### config.mk
export PLATFORM = sky130hd
export DESIGN_NAME = shp_device_flat
export DESIGN_NICKNAME = d
export VERILOG_FILES = /design/src/shp_pkg.sv /design/src/shp_if.sv /design/src/shp_chan.sv /design/src/shp_device.sv /design/src/flat_wrapper.sv
export SDC_FILE = /design/constraint.sdc
export NUM_CORES = 1
export LEC_CHECK = 0
export ABC_AREA = 1
export ABC_CLOCK_PERIOD_IN_PS = 5600
export BUFFER_PORTS_ARGS = -buffer_cell sky130_fd_sc_hd__buf_2
export CAP_MARGIN = 20
export CORE_MARGIN = 2
export CORE_UTILIZATION = 50
export DETAILED_ROUTE_END_ITERATION = 10
export PLACE_DENSITY_LB_ADDON = 0.08
export REMOVE_ABC_BUFFERS = 1
export SLEW_MARGIN = 40
export SYNTH_ARGS = -nofsm -noshare
export SYNTH_HDL_FRONTEND = slang
export SYNTH_SLANG_ARGS = --single-unit
### constraint.sdc
create_clock -name clock -period 5.6 [get_ports clock]
set_clock_uncertainty 0.2 [all_clocks]
set_input_delay 0.56 -clock clock [delete_from_list [all_inputs] [get_ports clock]]
set_output_delay 0.56 -clock clock [all_outputs]
set_load 0.05 [all_outputs]
### src/shp_pkg.sv
package shp_pkg;
    // host port offsets within the four-location block
    localparam logic [1:0] SHP_OFF_DATA_A  = 2'h0;
    localparam logic [1:0] SHP_OFF_CTRL_A  = 2'h1;
    localparam logic [1:0] SHP_OFF_DATA_B  = 2'h2;
    localparam logic [1:0] SHP_OFF_CTRL_B  = 2'h3;
    localparam int         SHP_NUM_WREG    = 16;
    localparam int         SHP_NUM_RREG    = 9;
    // internal register numbers
    localparam logic [3:0] SHP_REG_CMD     = 4'h0;
    localparam logic [3:0] SHP_REG_IRQCTL  = 4'h1;
    localparam logic [3:0] SHP_REG_VECTOR  = 4'h2;
    localparam logic [3:0] SHP_REG_IPEND   = 4'h3;
    localparam logic [3:0] SHP_REG_BUF     = 4'h8;
    localparam logic [3:0] SHP_REG_CLKMODE = 4'hB;
    localparam logic [3:0] SHP_REG_TCLO    = 4'hC;
    localparam logic [3:0] SHP_REG_TCHI    = 4'hD;
    localparam logic [3:0] SHP_REG_EXTSTAT = 4'hF;
    // command register fields
    localparam int         SHP_CMD_PTR_LSB = 0;
    localparam int         SHP_CMD_HI_BIT  = 3;
    localparam int         SHP_CMD_OP_LSB  = 3;
    localparam logic [2:0] SHP_CMD_PT_HI   = 3'h1;
    localparam logic [2:0] SHP_CMD_RST_IUS = 3'h7;
    // clock mode fields (rx at 6:5, tx at 4:3)
    localparam int         SHP_CLK_RX_LSB  = 5;
    localparam int         SHP_CLK_TX_LSB  = 3;
    localparam logic [1:0] SHP_CSRC_RX_TX_CLOCK_PIN   = 2'h0;
    localparam logic [1:0] SHP_CSRC_TX_RX_CLOCK_PIN   = 2'h1;
    localparam logic [1:0] SHP_CSRC_BAUD   = 2'h2;
    localparam logic [1:0] SHP_CSRC_DIGITAL_PHASE_LOOP   = 2'h3;
    // interrupt pending bits and irq control
    localparam int         SHP_IP_EXT      = 0;
    localparam int         SHP_IP_TX       = 1;
    localparam int         SHP_IP_RX       = 2;
    localparam int         SHP_IC_MIE      = 0;
    localparam int         SHP_IC_BLOCK    = 1;
    // bus dma channel codes
    localparam logic [1:0] SHP_DMA_CH1     = 2'h1;
    localparam logic [1:0] SHP_DMA_CH2     = 2'h2;
    localparam logic [1:0] SHP_DMA_CH3     = 2'h3;
    localparam logic [7:0] SHP_RESET_BYTE  = 8'h00;
    // access recovery time between two port accesses
    localparam int         SHP_RECOVERY_NS = 16;
    localparam int         SHP_CLK_NS      = 4;
    localparam int         SHP_RECOVERY_CY = (SHP_RECOVERY_NS + SHP_CLK_NS - 1) / SHP_CLK_NS;
    // host controller command register offsets
    localparam logic [2:0] SHP_HOFF_ADDR   = 3'h0;
    localparam logic [2:0] SHP_HOFF_WDATA  = 3'h1;
    localparam logic [2:0] SHP_HOFF_GO     = 3'h2;
    localparam logic [2:0] SHP_HOFF_STATUS = 3'h3;
    localparam logic [2:0] SHP_HOFF_RDATA  = 3'h4;
    localparam int         SHP_GO_WRITE    = 0;
endpackage : shp_pkg

### src/shp_if.sv
`timescale 1ns/10ps
interface shp_if;
    logic       io_cs;
    logic       io_wr;
    logic       io_rd;
    logic [1:0] io_addr;
    logic [7:0] io_wdata;
    logic [7:0] io_rdata;
    logic       io_rvalid;
    logic       io_ready;
    logic       dma_req_1;
    logic       dma_req_2;
    logic       dma_req_3;
    logic       dma_ack_1;
    logic       dma_ack_2;
    logic       dma_ack_3;
    logic       irq;

    modport device (
        input  io_cs, io_wr, io_rd, io_addr, io_wdata, dma_ack_1, dma_ack_2, dma_ack_3,
        output io_rdata, io_rvalid, io_ready, dma_req_1, dma_req_2, dma_req_3, irq
    );
    modport host (
        output io_cs, io_wr, io_rd, io_addr, io_wdata, dma_ack_1, dma_ack_2, dma_ack_3,
        input  io_rdata, io_rvalid, io_ready, dma_req_1, dma_req_2, dma_req_3, irq
    );
endinterface : shp_if

### src/shp_chan.sv
`timescale 1ns/10ps
module shp_chan
    import shp_pkg::*;
(
    input  wire logic       clock,
    input  wire logic       rst,
    input  wire logic       is_chan_b,
    input  wire logic       ctl_wr,
    input  wire logic       ctl_rd,
    input  wire logic       dat_wr,
    input  wire logic       dat_rd,
    input  wire logic [7:0] wdata,
    output logic      [7:0] rdata,
    output logic            tx_load,
    output logic      [7:0] tx_byte,
    input  wire logic [7:0] rx_byte,
    input  wire logic [7:0] ext_status,
    input  wire logic [2:0] ip_bits,
    output logic      [1:0] rx_clk_src,
    output logic      [1:0] tx_clk_src,
    output logic     [15:0] time_const,
    output logic      [7:0] irq_ctl,
    output logic            rst_ius
);
    logic [3:0] ptr_r;
    logic [7:0] wreg_r [SHP_NUM_WREG];
    logic [3:0] sel;
    logic       ctl_data_phase;

    // pointer nonzero means the next control access is the data phase
    assign ctl_data_phase = (ptr_r != SHP_REG_CMD);
    assign sel            = ctl_data_phase ? ptr_r : SHP_REG_CMD;


    always_ff @(posedge clock or posedge rst) begin
        if (rst) begin
            ptr_r <= 4'h0;
        end else if (ctl_wr && !ctl_data_phase) begin
            ptr_r <= {wdata[SHP_CMD_OP_LSB +: 3] == SHP_CMD_PT_HI, wdata[SHP_CMD_PTR_LSB +: 3]};
        end else if (ctl_wr || ctl_rd) begin
            ptr_r <= 4'h0;
        end
    end


    always_ff @(posedge clock or posedge rst) begin
        if (rst) begin
            for (int i = 0; i < SHP_NUM_WREG; i++) begin
                wreg_r[i] <= SHP_RESET_BYTE;
            end
        end else if (dat_wr) begin
            wreg_r[SHP_REG_BUF] <= wdata;
        end else if (ctl_wr && ctl_data_phase) begin
            wreg_r[sel] <= wdata;
        end
    end

    assign tx_load    = dat_wr || (ctl_wr && sel == SHP_REG_BUF);
    assign tx_byte    = wdata;
    assign rst_ius    = ctl_wr && !ctl_data_phase && wdata[SHP_CMD_OP_LSB +: 3] == SHP_CMD_RST_IUS;
    assign rx_clk_src = wreg_r[SHP_REG_CLKMODE][SHP_CLK_RX_LSB +: 2];
    assign tx_clk_src = wreg_r[SHP_REG_CLKMODE][SHP_CLK_TX_LSB +: 2];
    assign time_const = {wreg_r[SHP_REG_TCHI], wreg_r[SHP_REG_TCLO]};
    assign irq_ctl    = wreg_r[SHP_REG_IRQCTL];

    // read data registered so it stands one cycle after the strobe
    always_ff @(posedge clock or posedge rst) begin
        if (rst) begin
            rdata <= SHP_RESET_BYTE;
        end else if (dat_rd) begin
            rdata <= rx_byte;
        end else if (ctl_rd) begin
            unique case (sel)
                SHP_REG_CMD:     rdata <= ext_status;
                SHP_REG_VECTOR:  rdata <= is_chan_b ? {wreg_r[SHP_REG_VECTOR][7:4], 1'b0, ip_bits}
                                                    : wreg_r[SHP_REG_VECTOR];
                SHP_REG_IPEND:   rdata <= {5'h00, ip_bits};
                SHP_REG_BUF:     rdata <= rx_byte;
                SHP_REG_TCLO:    rdata <= wreg_r[SHP_REG_TCLO];
                SHP_REG_TCHI:    rdata <= wreg_r[SHP_REG_TCHI];
                SHP_REG_EXTSTAT: rdata <= wreg_r[SHP_REG_EXTSTAT];
                default:         rdata <= SHP_RESET_BYTE;
            endcase
        end
    end
endmodule : shp_chan

### src/shp_device.sv
// Chosen here: the plain strobed port.
`timescale 1ns/10ps
// Operation
// sixteen write, nine read registers per channel; the read mux decodes seven (0, 2, 3, 8, 12, 13, 15)
// four host locations: data, control per channel
// channel A control port at base plus one
// pointer write then control access reaches register
// buffers also reached by direct data access
// unpointed control access selects register zero
// card logic enforces access recovery time
// jumper plus sync mode: bit drives sync
// line enable output still follows the bit
// clock mode selects four clock sources
// host sets clocks before enabling engines
// each dma routed to one of three channels
// never put both dma on one channel
// interrupts from receiver, transmitter, external status
// block mode interrupts only at block end; here external status events still raise an interrupt in block mode
// vector modified via B, unmodified via A
// time constant read back as two bytes
// host writes 0x38 after servicing interrupt
// pointer returns to zero after access
// each channel keeps its own pointer
module shp_device
    import shp_pkg::*;
#(
    parameter int RECOVERY_CYCLES = SHP_RECOVERY_CY
) (
    input  wire logic        clock,
    input  wire logic        rst,
    shp_if.device            bus,
    input  wire logic [1:0]  tx_dma_channel_jumper,
    input  wire logic [1:0]  rx_dma_channel_jumper,
    input  wire logic        sync_route_jumper,
    input  wire logic        ext_sync_mode,
    input  wire logic        line_enable_bit,
    output logic             line_enable_out,
    output logic             chan_a_sync_input,
    input  wire logic        tx_dma_req,
    input  wire logic        rx_dma_req,
    output logic             tx_dma_ack,
    output logic             rx_dma_ack,
    input  wire logic  [1:0] rx_event,
    input  wire logic  [1:0] tx_event,
    input  wire logic  [1:0] ext_event,
    input  wire logic        block_done,
    input  wire logic [15:0] rx_data_ab,
    input  wire logic [15:0] ext_status_ab,
    output logic       [1:0] tx_load_ab,
    output logic      [15:0] tx_byte_ab,
    output logic       [3:0] rx_clk_src_ab,
    output logic       [3:0] tx_clk_src_ab,
    output logic      [31:0] time_const_ab
);
    if (RECOVERY_CYCLES < 1 || RECOVERY_CYCLES > 255) begin : g_bad_recovery
        $error("shp_device: RECOVERY_CYCLES out of range");
    end

    logic [7:0] recov_r;
    logic       busy;
    logic       acc_wr;
    logic       acc_rd;
    logic [1:0] sel_r;
    logic [1:0] ctl_wr;
    logic [1:0] ctl_rd;
    logic [1:0] dat_wr;
    logic [1:0] dat_rd;

    logic [7:0] rdata [2];
    logic [7:0] irq_ctl [2];
    logic [1:0] rst_ius;

    logic [2:0] ip_r [2];
    logic [2:0] ius_r;
    logic       rvalid_r;

    assign busy     = (recov_r != 8'h00);
    assign bus.io_ready = !busy;
    assign acc_wr   = bus.io_cs && bus.io_wr && !busy;
    assign acc_rd   = bus.io_cs && bus.io_rd && !busy;

    // hold off the next access until the controller recovers
    always_ff @(posedge clock or posedge rst) begin
        if (rst) begin
            recov_r <= 8'h00;
        end else if (acc_wr || acc_rd) begin
            recov_r <= 8'(RECOVERY_CYCLES);
        end else if (busy) begin
            recov_r <= recov_r - 8'h01;
        end
    end


    always_comb begin
        ctl_wr = 2'b00;
        ctl_rd = 2'b00;
        dat_wr = 2'b00;
        dat_rd = 2'b00;
        ctl_wr[bus.io_addr[1]] = acc_wr && bus.io_addr[0];
        ctl_rd[bus.io_addr[1]] = acc_rd && bus.io_addr[0];
        dat_wr[bus.io_addr[1]] = acc_wr && !bus.io_addr[0];
        dat_rd[bus.io_addr[1]] = acc_rd && !bus.io_addr[0];
    end

    // one pointer per channel instance
    for (genvar c = 0; c < 2; c++) begin : g_chan
        shp_chan u_chan (
            .clock      (clock),
            .rst        (rst),
            .is_chan_b  (c == 1),
            .ctl_wr     (ctl_wr[c]),
            .ctl_rd     (ctl_rd[c]),
            .dat_wr     (dat_wr[c]),
            .dat_rd     (dat_rd[c]),
            .wdata      (bus.io_wdata),
            .rdata      (rdata[c]),
            .tx_load    (tx_load_ab[c]),
            .tx_byte    (tx_byte_ab[8*c +: 8]),
            .rx_byte    (rx_data_ab[8*c +: 8]),
            .ext_status (ext_status_ab[8*c +: 8]),
            .ip_bits    (ip_r[c]),
            .rx_clk_src (rx_clk_src_ab[2*c +: 2]),
            .tx_clk_src (tx_clk_src_ab[2*c +: 2]),
            .time_const (time_const_ab[16*c +: 16]),
            .irq_ctl    (irq_ctl[c]),
            .rst_ius    (rst_ius[c])
        );
    end

    always_ff @(posedge clock or posedge rst) begin
        if (rst) begin
            rvalid_r <= 1'b0;
        end else begin
            rvalid_r <= acc_rd;
        end
    end

    // port kept from the last read, so the answer stands until the next one
    always_ff @(posedge clock or posedge rst) begin
        if (rst) begin
            sel_r <= 2'b00;
        end else if (acc_rd) begin
            sel_r <= bus.io_addr;
        end
    end

    assign bus.io_rdata  = rdata[sel_r[1]];
    assign bus.io_rvalid = rvalid_r;

    // sticky pending, set wins over clear; block mode masks per-byte rx/tx
    for (genvar c = 0; c < 2; c++) begin : g_ip
        always_ff @(posedge clock or posedge rst) begin
            if (rst) begin
                ip_r[c] <= 3'h0;
            end else begin
                for (int b = 0; b < 3; b++) begin
                    if (rst_ius[c] && ius_r[b]) begin
                        ip_r[c][b] <= 1'b0;
                    end
                end
                if (rx_event[c] && !irq_ctl[c][SHP_IC_BLOCK]) ip_r[c][SHP_IP_RX] <= 1'b1;
                if (tx_event[c] && !irq_ctl[c][SHP_IC_BLOCK]) ip_r[c][SHP_IP_TX] <= 1'b1;
                if (ext_event[c] || (block_done && irq_ctl[c][SHP_IC_BLOCK])) begin
                    ip_r[c][SHP_IP_EXT] <= 1'b1;
                end
            end
        end
    end

    // highest pending class is the one a reset-under-service command clears
    always_comb begin
        logic [2:0] any;
        any   = ip_r[0] | ip_r[1];
        ius_r = 3'h0;
        if (any[SHP_IP_RX])       ius_r[SHP_IP_RX]  = 1'b1;
        else if (any[SHP_IP_TX])  ius_r[SHP_IP_TX]  = 1'b1;
        else if (any[SHP_IP_EXT]) ius_r[SHP_IP_EXT] = 1'b1;
    end

    assign bus.irq = (|ip_r[0] && irq_ctl[0][SHP_IC_MIE]) || (|ip_r[1] && irq_ctl[1][SHP_IC_MIE]);

    // request and acknowledge of the chosen channel travel as a pair
    assign bus.dma_req_1 = (tx_dma_req && tx_dma_channel_jumper == SHP_DMA_CH1)
                         || (rx_dma_req && rx_dma_channel_jumper == SHP_DMA_CH1);
    assign bus.dma_req_2 = (tx_dma_req && tx_dma_channel_jumper == SHP_DMA_CH2)
                         || (rx_dma_req && rx_dma_channel_jumper == SHP_DMA_CH2);
    assign bus.dma_req_3 = (tx_dma_req && tx_dma_channel_jumper == SHP_DMA_CH3)
                         || (rx_dma_req && rx_dma_channel_jumper == SHP_DMA_CH3);

    always_comb begin
        unique case (tx_dma_channel_jumper)
            SHP_DMA_CH1: tx_dma_ack = bus.dma_ack_1;
            SHP_DMA_CH2: tx_dma_ack = bus.dma_ack_2;
            SHP_DMA_CH3: tx_dma_ack = bus.dma_ack_3;
            default:     tx_dma_ack = 1'b0;
        endcase
        unique case (rx_dma_channel_jumper)
            SHP_DMA_CH1: rx_dma_ack = bus.dma_ack_1;
            SHP_DMA_CH2: rx_dma_ack = bus.dma_ack_2;
            SHP_DMA_CH3: rx_dma_ack = bus.dma_ack_3;
            default:     rx_dma_ack = 1'b0;
        endcase
    end

    // no isolation: the line output keeps moving while the bit drives sync
    assign chan_a_sync_input = sync_route_jumper && ext_sync_mode && line_enable_bit;
    assign line_enable_out   = line_enable_bit;
endmodule : shp_device

### src/flat_wrapper.sv
// flat-port wrapper written by rule: the top's interface ports become plain ports
module shp_device_flat import shp_pkg::*;
#(
    parameter int RECOVERY_CYCLES = SHP_RECOVERY_CY
)
  (clock, rst, tx_dma_channel_jumper, rx_dma_channel_jumper, sync_route_jumper, ext_sync_mode, line_enable_bit, line_enable_out, chan_a_sync_input, tx_dma_req, rx_dma_req, tx_dma_ack, rx_dma_ack, rx_event, tx_event, ext_event, block_done, rx_data_ab, ext_status_ab, tx_load_ab, tx_byte_ab, rx_clk_src_ab, tx_clk_src_ab, time_const_ab, bus_io_cs, bus_io_wr, bus_io_rd, bus_io_addr, bus_io_wdata, bus_dma_ack_1, bus_dma_ack_2, bus_dma_ack_3, bus_io_rdata, bus_io_rvalid, bus_io_ready, bus_dma_req_1, bus_dma_req_2, bus_dma_req_3, bus_irq);
  shp_if bus_i ();
  input  wire logic clock;
  input  wire logic rst;
  input  wire logic [1:0] tx_dma_channel_jumper;
  input  wire logic [1:0] rx_dma_channel_jumper;
  input  wire logic sync_route_jumper;
  input  wire logic ext_sync_mode;
  input  wire logic line_enable_bit;
  output logic line_enable_out;
  output logic chan_a_sync_input;
  input  wire logic tx_dma_req;
  input  wire logic rx_dma_req;
  output logic tx_dma_ack;
  output logic rx_dma_ack;
  input  wire logic  [1:0] rx_event;
  input  wire logic  [1:0] tx_event;
  input  wire logic  [1:0] ext_event;
  input  wire logic block_done;
  input  wire logic [15:0] rx_data_ab;
  input  wire logic [15:0] ext_status_ab;
  output logic       [1:0] tx_load_ab;
  output logic      [15:0] tx_byte_ab;
  output logic       [3:0] rx_clk_src_ab;
  output logic       [3:0] tx_clk_src_ab;
  output logic      [31:0] time_const_ab;
  input wire logic [$bits(bus_i.io_cs)-1:0] bus_io_cs;
  input wire logic [$bits(bus_i.io_wr)-1:0] bus_io_wr;
  input wire logic [$bits(bus_i.io_rd)-1:0] bus_io_rd;
  input wire logic [$bits(bus_i.io_addr)-1:0] bus_io_addr;
  input wire logic [$bits(bus_i.io_wdata)-1:0] bus_io_wdata;
  input wire logic [$bits(bus_i.dma_ack_1)-1:0] bus_dma_ack_1;
  input wire logic [$bits(bus_i.dma_ack_2)-1:0] bus_dma_ack_2;
  input wire logic [$bits(bus_i.dma_ack_3)-1:0] bus_dma_ack_3;
  output wire logic [$bits(bus_i.io_rdata)-1:0] bus_io_rdata;
  output wire logic [$bits(bus_i.io_rvalid)-1:0] bus_io_rvalid;
  output wire logic [$bits(bus_i.io_ready)-1:0] bus_io_ready;
  output wire logic [$bits(bus_i.dma_req_1)-1:0] bus_dma_req_1;
  output wire logic [$bits(bus_i.dma_req_2)-1:0] bus_dma_req_2;
  output wire logic [$bits(bus_i.dma_req_3)-1:0] bus_dma_req_3;
  output wire logic [$bits(bus_i.irq)-1:0] bus_irq;
  assign bus_i.io_cs = bus_io_cs;
  assign bus_i.io_wr = bus_io_wr;
  assign bus_i.io_rd = bus_io_rd;
  assign bus_i.io_addr = bus_io_addr;
  assign bus_i.io_wdata = bus_io_wdata;
  assign bus_i.dma_ack_1 = bus_dma_ack_1;
  assign bus_i.dma_ack_2 = bus_dma_ack_2;
  assign bus_i.dma_ack_3 = bus_dma_ack_3;
  assign bus_io_rdata = bus_i.io_rdata;
  assign bus_io_rvalid = bus_i.io_rvalid;
  assign bus_io_ready = bus_i.io_ready;
  assign bus_dma_req_1 = bus_i.dma_req_1;
  assign bus_dma_req_2 = bus_i.dma_req_2;
  assign bus_dma_req_3 = bus_i.dma_req_3;
  assign bus_irq = bus_i.irq;
  shp_device #(.RECOVERY_CYCLES(RECOVERY_CYCLES)) u_core (.clock(clock), .rst(rst), .bus(bus_i), .tx_dma_channel_jumper(tx_dma_channel_jumper), .rx_dma_channel_jumper(rx_dma_channel_jumper), .sync_route_jumper(sync_route_jumper), .ext_sync_mode(ext_sync_mode), .line_enable_bit(line_enable_bit), .line_enable_out(line_enable_out), .chan_a_sync_input(chan_a_sync_input), .tx_dma_req(tx_dma_req), .rx_dma_req(rx_dma_req), .tx_dma_ack(tx_dma_ack), .rx_dma_ack(rx_dma_ack), .rx_event(rx_event), .tx_event(tx_event), .ext_event(ext_event), .block_done(block_done), .rx_data_ab(rx_data_ab), .ext_status_ab(ext_status_ab), .tx_load_ab(tx_load_ab), .tx_byte_ab(tx_byte_ab), .rx_clk_src_ab(rx_clk_src_ab), .tx_clk_src_ab(tx_clk_src_ab), .time_const_ab(time_const_ab));
endmodule
**After elaboration in Yosys (flattened, before gate mapping)**

Index checks and enable logic that the tools add are counted.

- Register bits after elaboration: 297
- Input bits: 66
- Output and inout port bits: 76
- Logic and storage cells: 211

- Add/subtract/negate cells: 1
- Order comparisons: 7
- Equality and inequality tests: 20
- Mux-type cells: 48
- Bitwise logic cells: 10
- Reductions and logical operators: 80

Operators by type and width:

| kind | count |
|---|---|
| 128-bit bitwise mux | 2 |
| 64-bit two-way mux | 2 |
| 8-bit case mux with 7 select lines | 2 |
| 8-bit two-way mux | 13 |
| 8-bit demux with 4-bit select | 2 |
| 1-bit logical AND | 41 |
| 4-bit equality test (second input constant) | 8 |
| 2-bit nonzero test | 13 |
| 4-bit two-way mux | 6 |
| 1-bit two-way mux | 17 |
| 4-bit by 2-bit equality test with 1-bit output (second input constant) | 4 |
| 1-bit logical OR | 11 |
| 5-bit >= comparator (second input constant) | 2 |
| 5-bit by 1-bit less-than comparator with 1-bit output (second input constant) | 2 |
| 4-bit inverter with 5-bit output | 2 |
| 2-bit AND | 4 |
| 2-bit equality test (second input constant) | 4 |
| 4-bit zero test | 2 |
| 4-bit nonzero test | 2 |
| 8-bit nonzero test | 1 |
| 8-bit by 1-bit subtractor with 8-bit output (second input constant) | 1 |
| 1-bit zero test | 6 |
| 1-bit case mux with 3 select lines | 2 |
| 3-bit OR reduction | 2 |
| other kinds (12) | 15 |

**Logic depth before layout (Yosys ltp)**

Gate-level depths: netlist of the first run.

- Word-level depth: 10
- Gate-level depth with buffers: 10
- Mapped depth without buffers: 9

**By module**

From an unflattened synthesis of the first run, not the netlist that was laid out.

- Cells, all modules: 927
- Area total of the unflattened synthesis: 7312.0 µm²

By module, submodules not included:

| module | instances | cells an instance | area each (µm²) | sequential area each (µm²) |
|---|---|---|---|---|
| shp_chan | 2 | 386 | 3091.7 | 1401.3 |
| shp_device | 1 | 155 | 1128.6 | 400.4 |

**Worst setup path before layout of the first run**

No wires, ideal clock.

- Path kind: input port to output port
- From: input port tx_dma_channel_jumper[1]
- To: output port bus_dma_req_3
- Arrival time: 1.820 ns
- Data required time: 4.840 ns
- Slack: 3.020 ns
- Stages on the path: 2
- Path buffers: 0
- Cells stage by stage: inv_1 -> o31ai_1

- Cells in the longest elaborated chain, start to end: 3

Ends and longest elaborated chain:

| element | line | source |
|---|---|---|
| from (decl) | flat_wrapper.sv:10 | `input wire logic [1:0] tx_dma_channel_jumper;` |
| 2-bit equality test | shp_device.sv:187 | `assign bus.dma_req_3 = (tx_dma_req && tx_dma_channel_jumper == SHP_DMA_CH3)` |
| 1-bit logical AND | shp_device.sv:187 |  |
| 1-bit logical OR | shp_device.sv:188 | `\|\| (rx_dma_req && rx_dma_channel_jumper == SHP_DMA_CH3);` |
| to (decl) | flat_wrapper.sv:45 | `output wire logic [$bits(bus_i.dma_req_3)-1:0] bus_dma_req_3;` |

No other way between the ends.

**Final worst setup path of the first run**

- From: register u_core.recov_r[0]
- To: output port tx_load_ab[0]

- Cells in the longest elaborated chain, start to end: 7
- Elaborated cells on any way between the ends: 9
- Classes of those cells: bitwise (2); reduce/logical (7)

Ends and longest elaborated chain:

| element | line | source |
|---|---|---|
| from (decl) | shp_device.sv:59 | `logic [7:0] recov_r;` |
| from (signal assigned) | shp_device.sv:87 | `recov_r <= 8'(RECOVERY_CYCLES);` |
| from (signal assigned) | shp_device.sv:89 | `recov_r <= recov_r - 8'h01;` |
| 8-bit nonzero test * | shp_device.sv:77 | `assign busy = (recov_r != 8'h00);` |
| 1-bit zero test * | shp_device.sv:79 | `assign acc_wr = bus.io_cs && bus.io_wr && !busy;` |
| 1-bit logical AND * | shp_device.sv:79 |  |
| 1-bit logical AND | shp_device.sv:99 | `ctl_wr[bus.io_addr[1]] = acc_wr && bus.io_addr[0];` |
| 2-bit AND (no source line) | -- |  |
| 1-bit logical AND | shp_chan.sv:58 | `assign tx_load = dat_wr \|\| (ctl_wr && sel == SHP_REG_BUF);` |
| 1-bit logical OR * | shp_chan.sv:58 |  |
| to (decl) | flat_wrapper.sv:27 | `output logic [1:0] tx_load_ab;` |

Every way passes the cells marked *; elsewhere a longest branch is shown, timed or not.

==> results of run 1 <==
[area by class of cell]
cell class / count / area [um^2] / share of cell area [%]
Clock inverter: 3 / 20.0 / 0.286
Timing Repair Buffer: 143 / 724 / 10.4
Tap cell: 172 / 215 / 3.08
Inverter: 78 / 295 / 4.22
Sequential cell: 112 / 2800 / 40.1
Multi-Input combinational cell: 582 / 2700 / 38.6
Clock buffer: 12 / 236 / 3.38
[state kept, by name (all words and copies together), names as in the netlist]
register,cells
u_core.bus.io_rvalid,1
u_core.g_chan.u_chan.irq_ctl,4
u_core.g_chan.u_chan.ptr_r,8
u_core.g_chan.u_chan.rdata,16
u_core.g_chan.u_chan.rx_clk_src,4
u_core.g_chan.u_chan.time_const,32
u_core.g_chan.u_chan.tx_clk_src,4
u_core.g_chan.u_chan.wreg_r,28
u_core.ip_r,6
u_core.recov_r,8
u_core.sel_r,1
[power groups by stage]
| stage | clock (mW) | sequential [mW] | combinational [mW] |
|---|---|---|---|
| 6_report | 0.591 | 0.929 | 0.596 |
| 2_1_floorplan | 0 | 0.932 | 0.408 |
| 4_1_cts | 0.599 | 0.929 | 0.598 |
| 3_3_place_gp | 0 | 0.941 | 0.587 |
| 3_5_place_dp | 0 | 0.945 | 0.595 |
| 5_1_grt | 0.634 | 0.939 | 0.652 |
[per-layer routing]
metal  vias to the layer above  global-route usage [%]  part of all wire, %
met5                         -                       0                    0
li1                       2813                       -                    -
met2                       169                    41.0                   46
met1                      2728                    36.7                   46
met4                         0                    6.35                  1.3
met3                        21                    3.94                  6.2
[worst max-delay path, delay by kind of cell (launching register included)]
family	cells	cell delay, ps
DFF	1	400
and+or+nand+nor	4	780
buffers and inverters	2	440
adders and majority gates	1	180
[logic make-up after synthesis]
logic type | Yosys count
AO/OA/AOI/OAI | 135
flip-flops | 112
AND/OR/NAND/NOR | 440
XOR/XNOR | 5
buffers and inverters | 157
adder cells (fa/ha/maj) | 2
[cells in the final DEF (no fill, tap or decap), types with 2 or more instances in the layout]
cell type	instances
a21boi_1	16
a21oi_1	20
buf_2	141
clkbuf_1	3
clkbuf_16	9
clkinvlp_4	2
dfrtp_1	112
ha_1	2
inv_1	65
inv_2	12
nand2_1	280
nand2_2	6
nand3_1	79
nand3_2	3
nand3_4	2
nand4_1	4
nor2_1	47
nor2_2	8
nor2_4	4
nor3_1	2
o21ai_0	20
o21ai_1	74
o31ai_1	5
xor2_1	4
[path summary, 6_finish.rpt]
path,end,slack (ps),depth (start not counted)
max,tx_load_ab[0],2690,7
min,u_core.g_chan[1].u_chan.rdata[5],110,2
max reg2reg,u_core.g_chan[0].u_chan.rx_clk_src[0],3270,9
min reg2reg,u_core.recov_r[7],280,1
max in group asynchronous,u_core.g_chan[0].u_chan.ptr_r[1],4110,3
min in group clock,u_core.ip_r[3],190,3
[through the flow]
| stage | hold WS (ps) | area [um^2] | util [%] |
|---|---|---|---|
| 5_1_grt | 165 | 6990 | 55.9 |
| 3_5_place_dp | 262 | 6730 | 53.8 |
| 3_3_place_gp | 262 | 6730 | 53.8 |
| 2_1_floorplan | 243 | 5790 | - |
| 6_report | 110 | 6990 | 55.9 |
| 4_1_cts | 124 | 6990 | 55.8 |
==> results.json, run 1 <==
{
  "postCtsResizedCells": 0,
  "timing.final.ws_setup_ps": 2690,
  "combPwrFrac_pct": 28.2,
  "synth-edff-count": 0,
  "p_switching_mw": 0.780,
  "synth_compound_area_share_pct": 11.5,
  "power_leakage_nw": 3.87,
  "power_mw": 2.12,
  "clk_pin_slew_worst_paths_ps": 70,
  "cp-start-kind": "flop",
  "dp_hpwl_mm": 12.6,
  "rsz0062_at_grt": "false",
  "p_per_area_nw_per_um2": 303,
  "die_w_um": 117,
  "antenna_cells": 0,
  "ir_drop_v": 0.000187,
  "syn-instance-count": 851,
  "io_buffer_count": 141,
  "finalHoldViolations": 0,
  "synth_area_um2": 6340,
  "hold_path_class": "in2async",
  "synth-main-ff-cell": "dfrtp_1",
  "die_area_um2": 13600,
  "fin_setup_tns_ps": 0,
  "tightest_slew_ps": 708,
  "gp_congestion": 0.882,
  "crit_type": "reg2out",
  "slew_headroom_pct": 52.7,
  "max_freq_mhz": 343,
  "ant_nets": 0,
  "yosysSeqAreaShare_pct": 44.2,
  "grt_pass1_vias": 5189,
  "final_cells": 1102,
  "hold_buffers": 0,
  "area_growth_pct": 10.2,
  "numClockSinks": 112,
  "critPathMaxFanout": 18,
  "synth_cell_types": 30,
  "slowest_stage": "dfrtp_1",
  "critPathMaxStageDelay_ps": 400,
  "worstSetupStartpoint": "u_core.recov_r[0]",
  "start_util_pct": 50.7,
  "internal-power_mw": 1.34,
  "postCtsSetupBuffers": 0,
  "synthMuxAreaShare_pct": 0,
  "antenna_found_initial": 0,
  "synthAdderAreaFrac_pct": 0.394,
  "yosys.area_share.simple_pct": 30.0,
  "period_share_pct": 52.0,
  "core_um2": 12500,
  "synth_top_family_by_area": "simple AND/OR/NAND/NOR gates",
  "ys_top_cells_by_area": "dfrtp_1 (44%), nand2_1 (17%), buf_4 (7.2%), nand3_1 (6.2%), o21ai_1 (5.8%)",
  "drc": 0,
  "rows": 41,
  "root_buffer": "clkbuf_16",
  "firstDrtPassIters": 5,
  "fin_crit_ps": 2910,
  "r2r-start": "u_core.recov_r[0]",
  "ys_ff_latch": 112,
  "grt_start_max_net_pins": 63,
  "grt_overflow": 0,
  "required_ps": 4840,
  "wire_per_inst_um": 15.3,
  "die_y_um": 117,
  "vias_per_cell": 5.20,
  "yosys-top-cells-count": "nand2_1 (280), dfrtp_1 (112), nand3_1 (79)",
  "drt_wl_total_mm": 16.8,
  "placedCellCount": 1087,
  "path_cells": "inv_1 > ha_1 > nand2_2 > nor2_8 > nand2_1 > nor3_1 > buf_2",
  "synth_top_area_share_pct": 44.2,
  "cp-end-kind": "primary output",
  "cts_made_buffers": 9,
  "cts-htree-levels": 3,
  "drive_above_1_share_pct": 20.8,
  "synth.avg_cell_area_um2": 7.45,
  "fillers": 1277,
  "pwr-share-seq_pct": 43.9,
  "setup_viol_count_final": 0,
  "synth_top_area_cell": "dfrtp_1",
  "swShare_pct": 36.9,
  "worstPathArrival_ps": 2150,
  "ys_warn_count": 0,
  "grt_pass1_wl_mm": 26.4,
  "synth_xor_area_share_pct": 0.690,
  "io_pins": 142,
  "slew_viol_final": 0,
  "post-synth-top-count-cell": "nand2_1",
  "synth-async-reset-ratio_pct": 100,
  "clk_latency_ps": 360,
  "pwr-share-clk_pct": 27.9,
  "grtUsageTotal_pct": 25.6,
  "cap_violations": 0,
  "vias": 5731,
  "post-place-ws_ps": 2950,
  "layout.nets": 994,
  "cts_tree": "built",
  "status": "completed",
  "cts_buffer_depth": 2,
  "drtIter0Drc": 369
}
Power figures use the tool's default switching activity.
==> run 2: changes to the inputs <==
- ABC_AREA: 1 -> 0
- ABC_CLOCK_PERIOD_IN_PS: 5600 -> 2800
- clock period: 5.6 -> 2.8 ns (I/O delays scaled with it)
==> run 2 against run 1 <==
Net effect:
- via count fell by 8.7%
- cell area rose by 7.1%
- worst setup slack got worse by 2600 ps
- global-route usage barely moved
- routed wire length rose by 3.9%
- die area rose by 2.0%
- combinational power rose by 110%
- sequential power rose by 110%
- cell count fell by 19%
- sequential share of layout area fell by 2.7 points
- synthesized cell count fell by 27%
==> results.json, run 2 <==
{
  "synth-edff-count": 0,
  "cts-htree-levels": 3,
  "worstPathArrival_ps": 2740,
  "die_y_um": 118,
  "post-synth-top-count-cell": "dfrtp_1",
  "grt_start_max_net_pins": 51,
  "io_pins": 142,
  "firstDrtPassIters": 5,
  "hold_depth": 4,
  "status": "completed",
  "tightest_slew_ps": 723,
  "p_per_area_nw_per_um2": 588,
  "vias_per_cell": 5.84,
  "synth_cell_types": 53,
  "finalHoldViolations": 0,
  "cts_made_buffers": 9,
  "rows": 41,
  "ant_nets": 0,
  "root_buffer": "clkbuf_16",
  "grt_pass1_vias": 5012,
  "hold_path_class": "in2reg",
  "synth_area_um2": 6480,
  "vias": 5230,
  "start_util_pct": 51.3,
  "wire_per_inst_um": 19.5,
  "setup_viol_count_final": 0,
  "power_leakage_nw": 3.64,
  "crit_type": "reg2reg",
  "ys_warn_count": 0,
  "core_um2": 12600,
  "yosysSeqAreaShare_pct": 43.3,
  "fillers": 1149,
  "power_mw": 4.41,
  "ys_ff_latch": 112,
  "grtUsageTotal_pct": 25.6,
  "ir_drop_v": 0.000256,
  "reg2regPathDepth": 7,
  "slew_headroom_pct": 51.8,
  "grt_overflow": 0,
  "antenna_found_initial": 0,
  "syn-instance-count": 618,
  "synth-async-reset-ratio_pct": 100,
  "yosys-top-cells-count": "dfrtp_1 (112), mux2_2 (88), buf_4 (59)",
  "drc": 0,
  "final_cells": 896,
  "gp_congestion": 0.843,
  "cts_tree": "built",
  "slew_viol_final": 0,
  "hold_ws_ps": 56.5,
  "drtIter0Drc": 385,
  "cp-start-kind": "flop",
  "final_cell_mix": "buf_2 (139), dfrtp_1 (112), mux2_2 (88)",
  "placedCellCount": 873,
  "drive_above_1_share_pct": 42.4,
  "critPathMaxFanout": 5,
  "synth_top_area_share_pct": 43.3,
  "finalInstanceArea_um2": 7490,
  "ys_top_cells_by_area": "dfrtp_1 (43%), mux2_2 (15%), buf_4 (6.8%), mux2i_1 (3.2%), nor2b_1 (2.2%)",
  "synth.avg_cell_area_um2": 10.5,
  "rsz0062_at_grt": "false",
  "cts_buffer_depth": 2,
  "largest_register_ffs": 32,
  "period_share_pct": 96.6,
  "max_freq_mhz": 370,
  "fin_crit_ps": 2710,
  "cap_violations": 0,
  "clk_latency_ps": 350,
  "die_area_um2": 13900,
  "grt_pass1_wl_mm": 27.8,
  "synth_top_area_cell": "dfrtp_1",
  "synth-main-ff-cell": "dfrtp_1",
  "area_growth_pct": 15.7,
  "io_buffer_count": 141,
  "numClockSinks": 112,
  "antenna_cells": 0,
  "fin_setup_tns_ps": 0,
  "placed_cell_area_um2": 7120,
  "die_w_um": 118,
  "clk_pin_slew_worst_paths_ps": 70,
  "dp_hpwl_mm": 13.0,
  "drt_wl_total_mm": 17.5,
  "mostFrequentLayoutCell": "buf_2",
  "layout.nets": 787,
  "cp-end-kind": "flop",
  "required_ps": 2840
}
==> run 2: routing by layer <==
layer	GRT usage [%]	wire (um)	vias up	share of wire (%)
met2	36.6	7570	222	43
met5	0	0	-	0
met4	8.21	341	0	1.9
met3	4.84	1270	24	7.3
li1	-	-	2409	-
met1	39.1	8320	2575	48
==> run 2: final cells by class <==
type                    count  area [um^2]  share of cell area, %
clock inverters             4         30.0                  0.401
clock buffers              12          236                   3.16
multi-input cells         394         3070                   40.9
flip-flops and latches    112         2800                   37.4
inverters                  19         73.8                  0.985
well taps                 172          215                   2.87
repair buffers            183         1070                   14.3
==> run 2: cell families after synthesis <==
kind of cell | after synthesis | synth area share, %
muxes | 109 | 18.5
buffers and inverters | 112 | 9.97
adders and majority gates | 2 | 0.386
AOI/OAI and AO/OA | 110 | 11.7
and+or+nand+nor | 169 | 15.6
DFF | 112 | 43.3
xor gates and xnor gates | 4 | 0.541
==> run 2: final timing paths <==
kind	slack (ps)	to	start
worst max-delay path	90	u_core.g_chan[1].u_chan.ptr_r[3]	u_core.recov_r[0]
worst min-delay path	60	u_core.ip_r[5]	rx_event[0]
worst max register to register	90	u_core.g_chan[1].u_chan.ptr_r[3]	u_core.recov_r[0]
worst min register to register	300	u_core.g_chan[0].u_chan.wreg_r[106]	u_core.g_chan[0].u_chan.wreg_r[106]
max in group asynchronous	1410	u_core.g_chan[1].u_chan.rdata[3]	rst
min in group asynchronous	370	u_core.g_chan[0].u_chan.time_const[5]	rst
==> run 2: power breakdown <==
part	leakage (nW)	internal [mW]	total [mW]	switching, mW
logic	2.01	0.479	1.25	0.772
clock network	0.127	0.609	1.20	0.588
registers	1.50	1.76	1.96	0.195
==> run 2: timing repair <==
action,CTS,global route
hold buffers,7,0
endpoints found under the hold margin,52,0
setup buffers,0,0
endpoints found under the setup margin,1,15
resized for setup,1,8
gates cloned,0,0
==> run 2: through the flow <==
stage          setup slack (ps)  utilization, %
6_report                   94.2            59.4
5_1_grt                    28.1            59.4
4_1_cts                    18.1            59.1
3_5_place_dp               46.0            56.4
3_3_place_gp               86.4            56.4
2_1_floorplan              -639               -
==> run 2: worst max-delay path, stage by stage, from the launching register on <==
cell,delay (ps)
dfrtp_1,410
inv_1,90
ha_1,200
or3b_2,480
buf_4,170
or4_4,480
or2_2,320
a22o_1,240
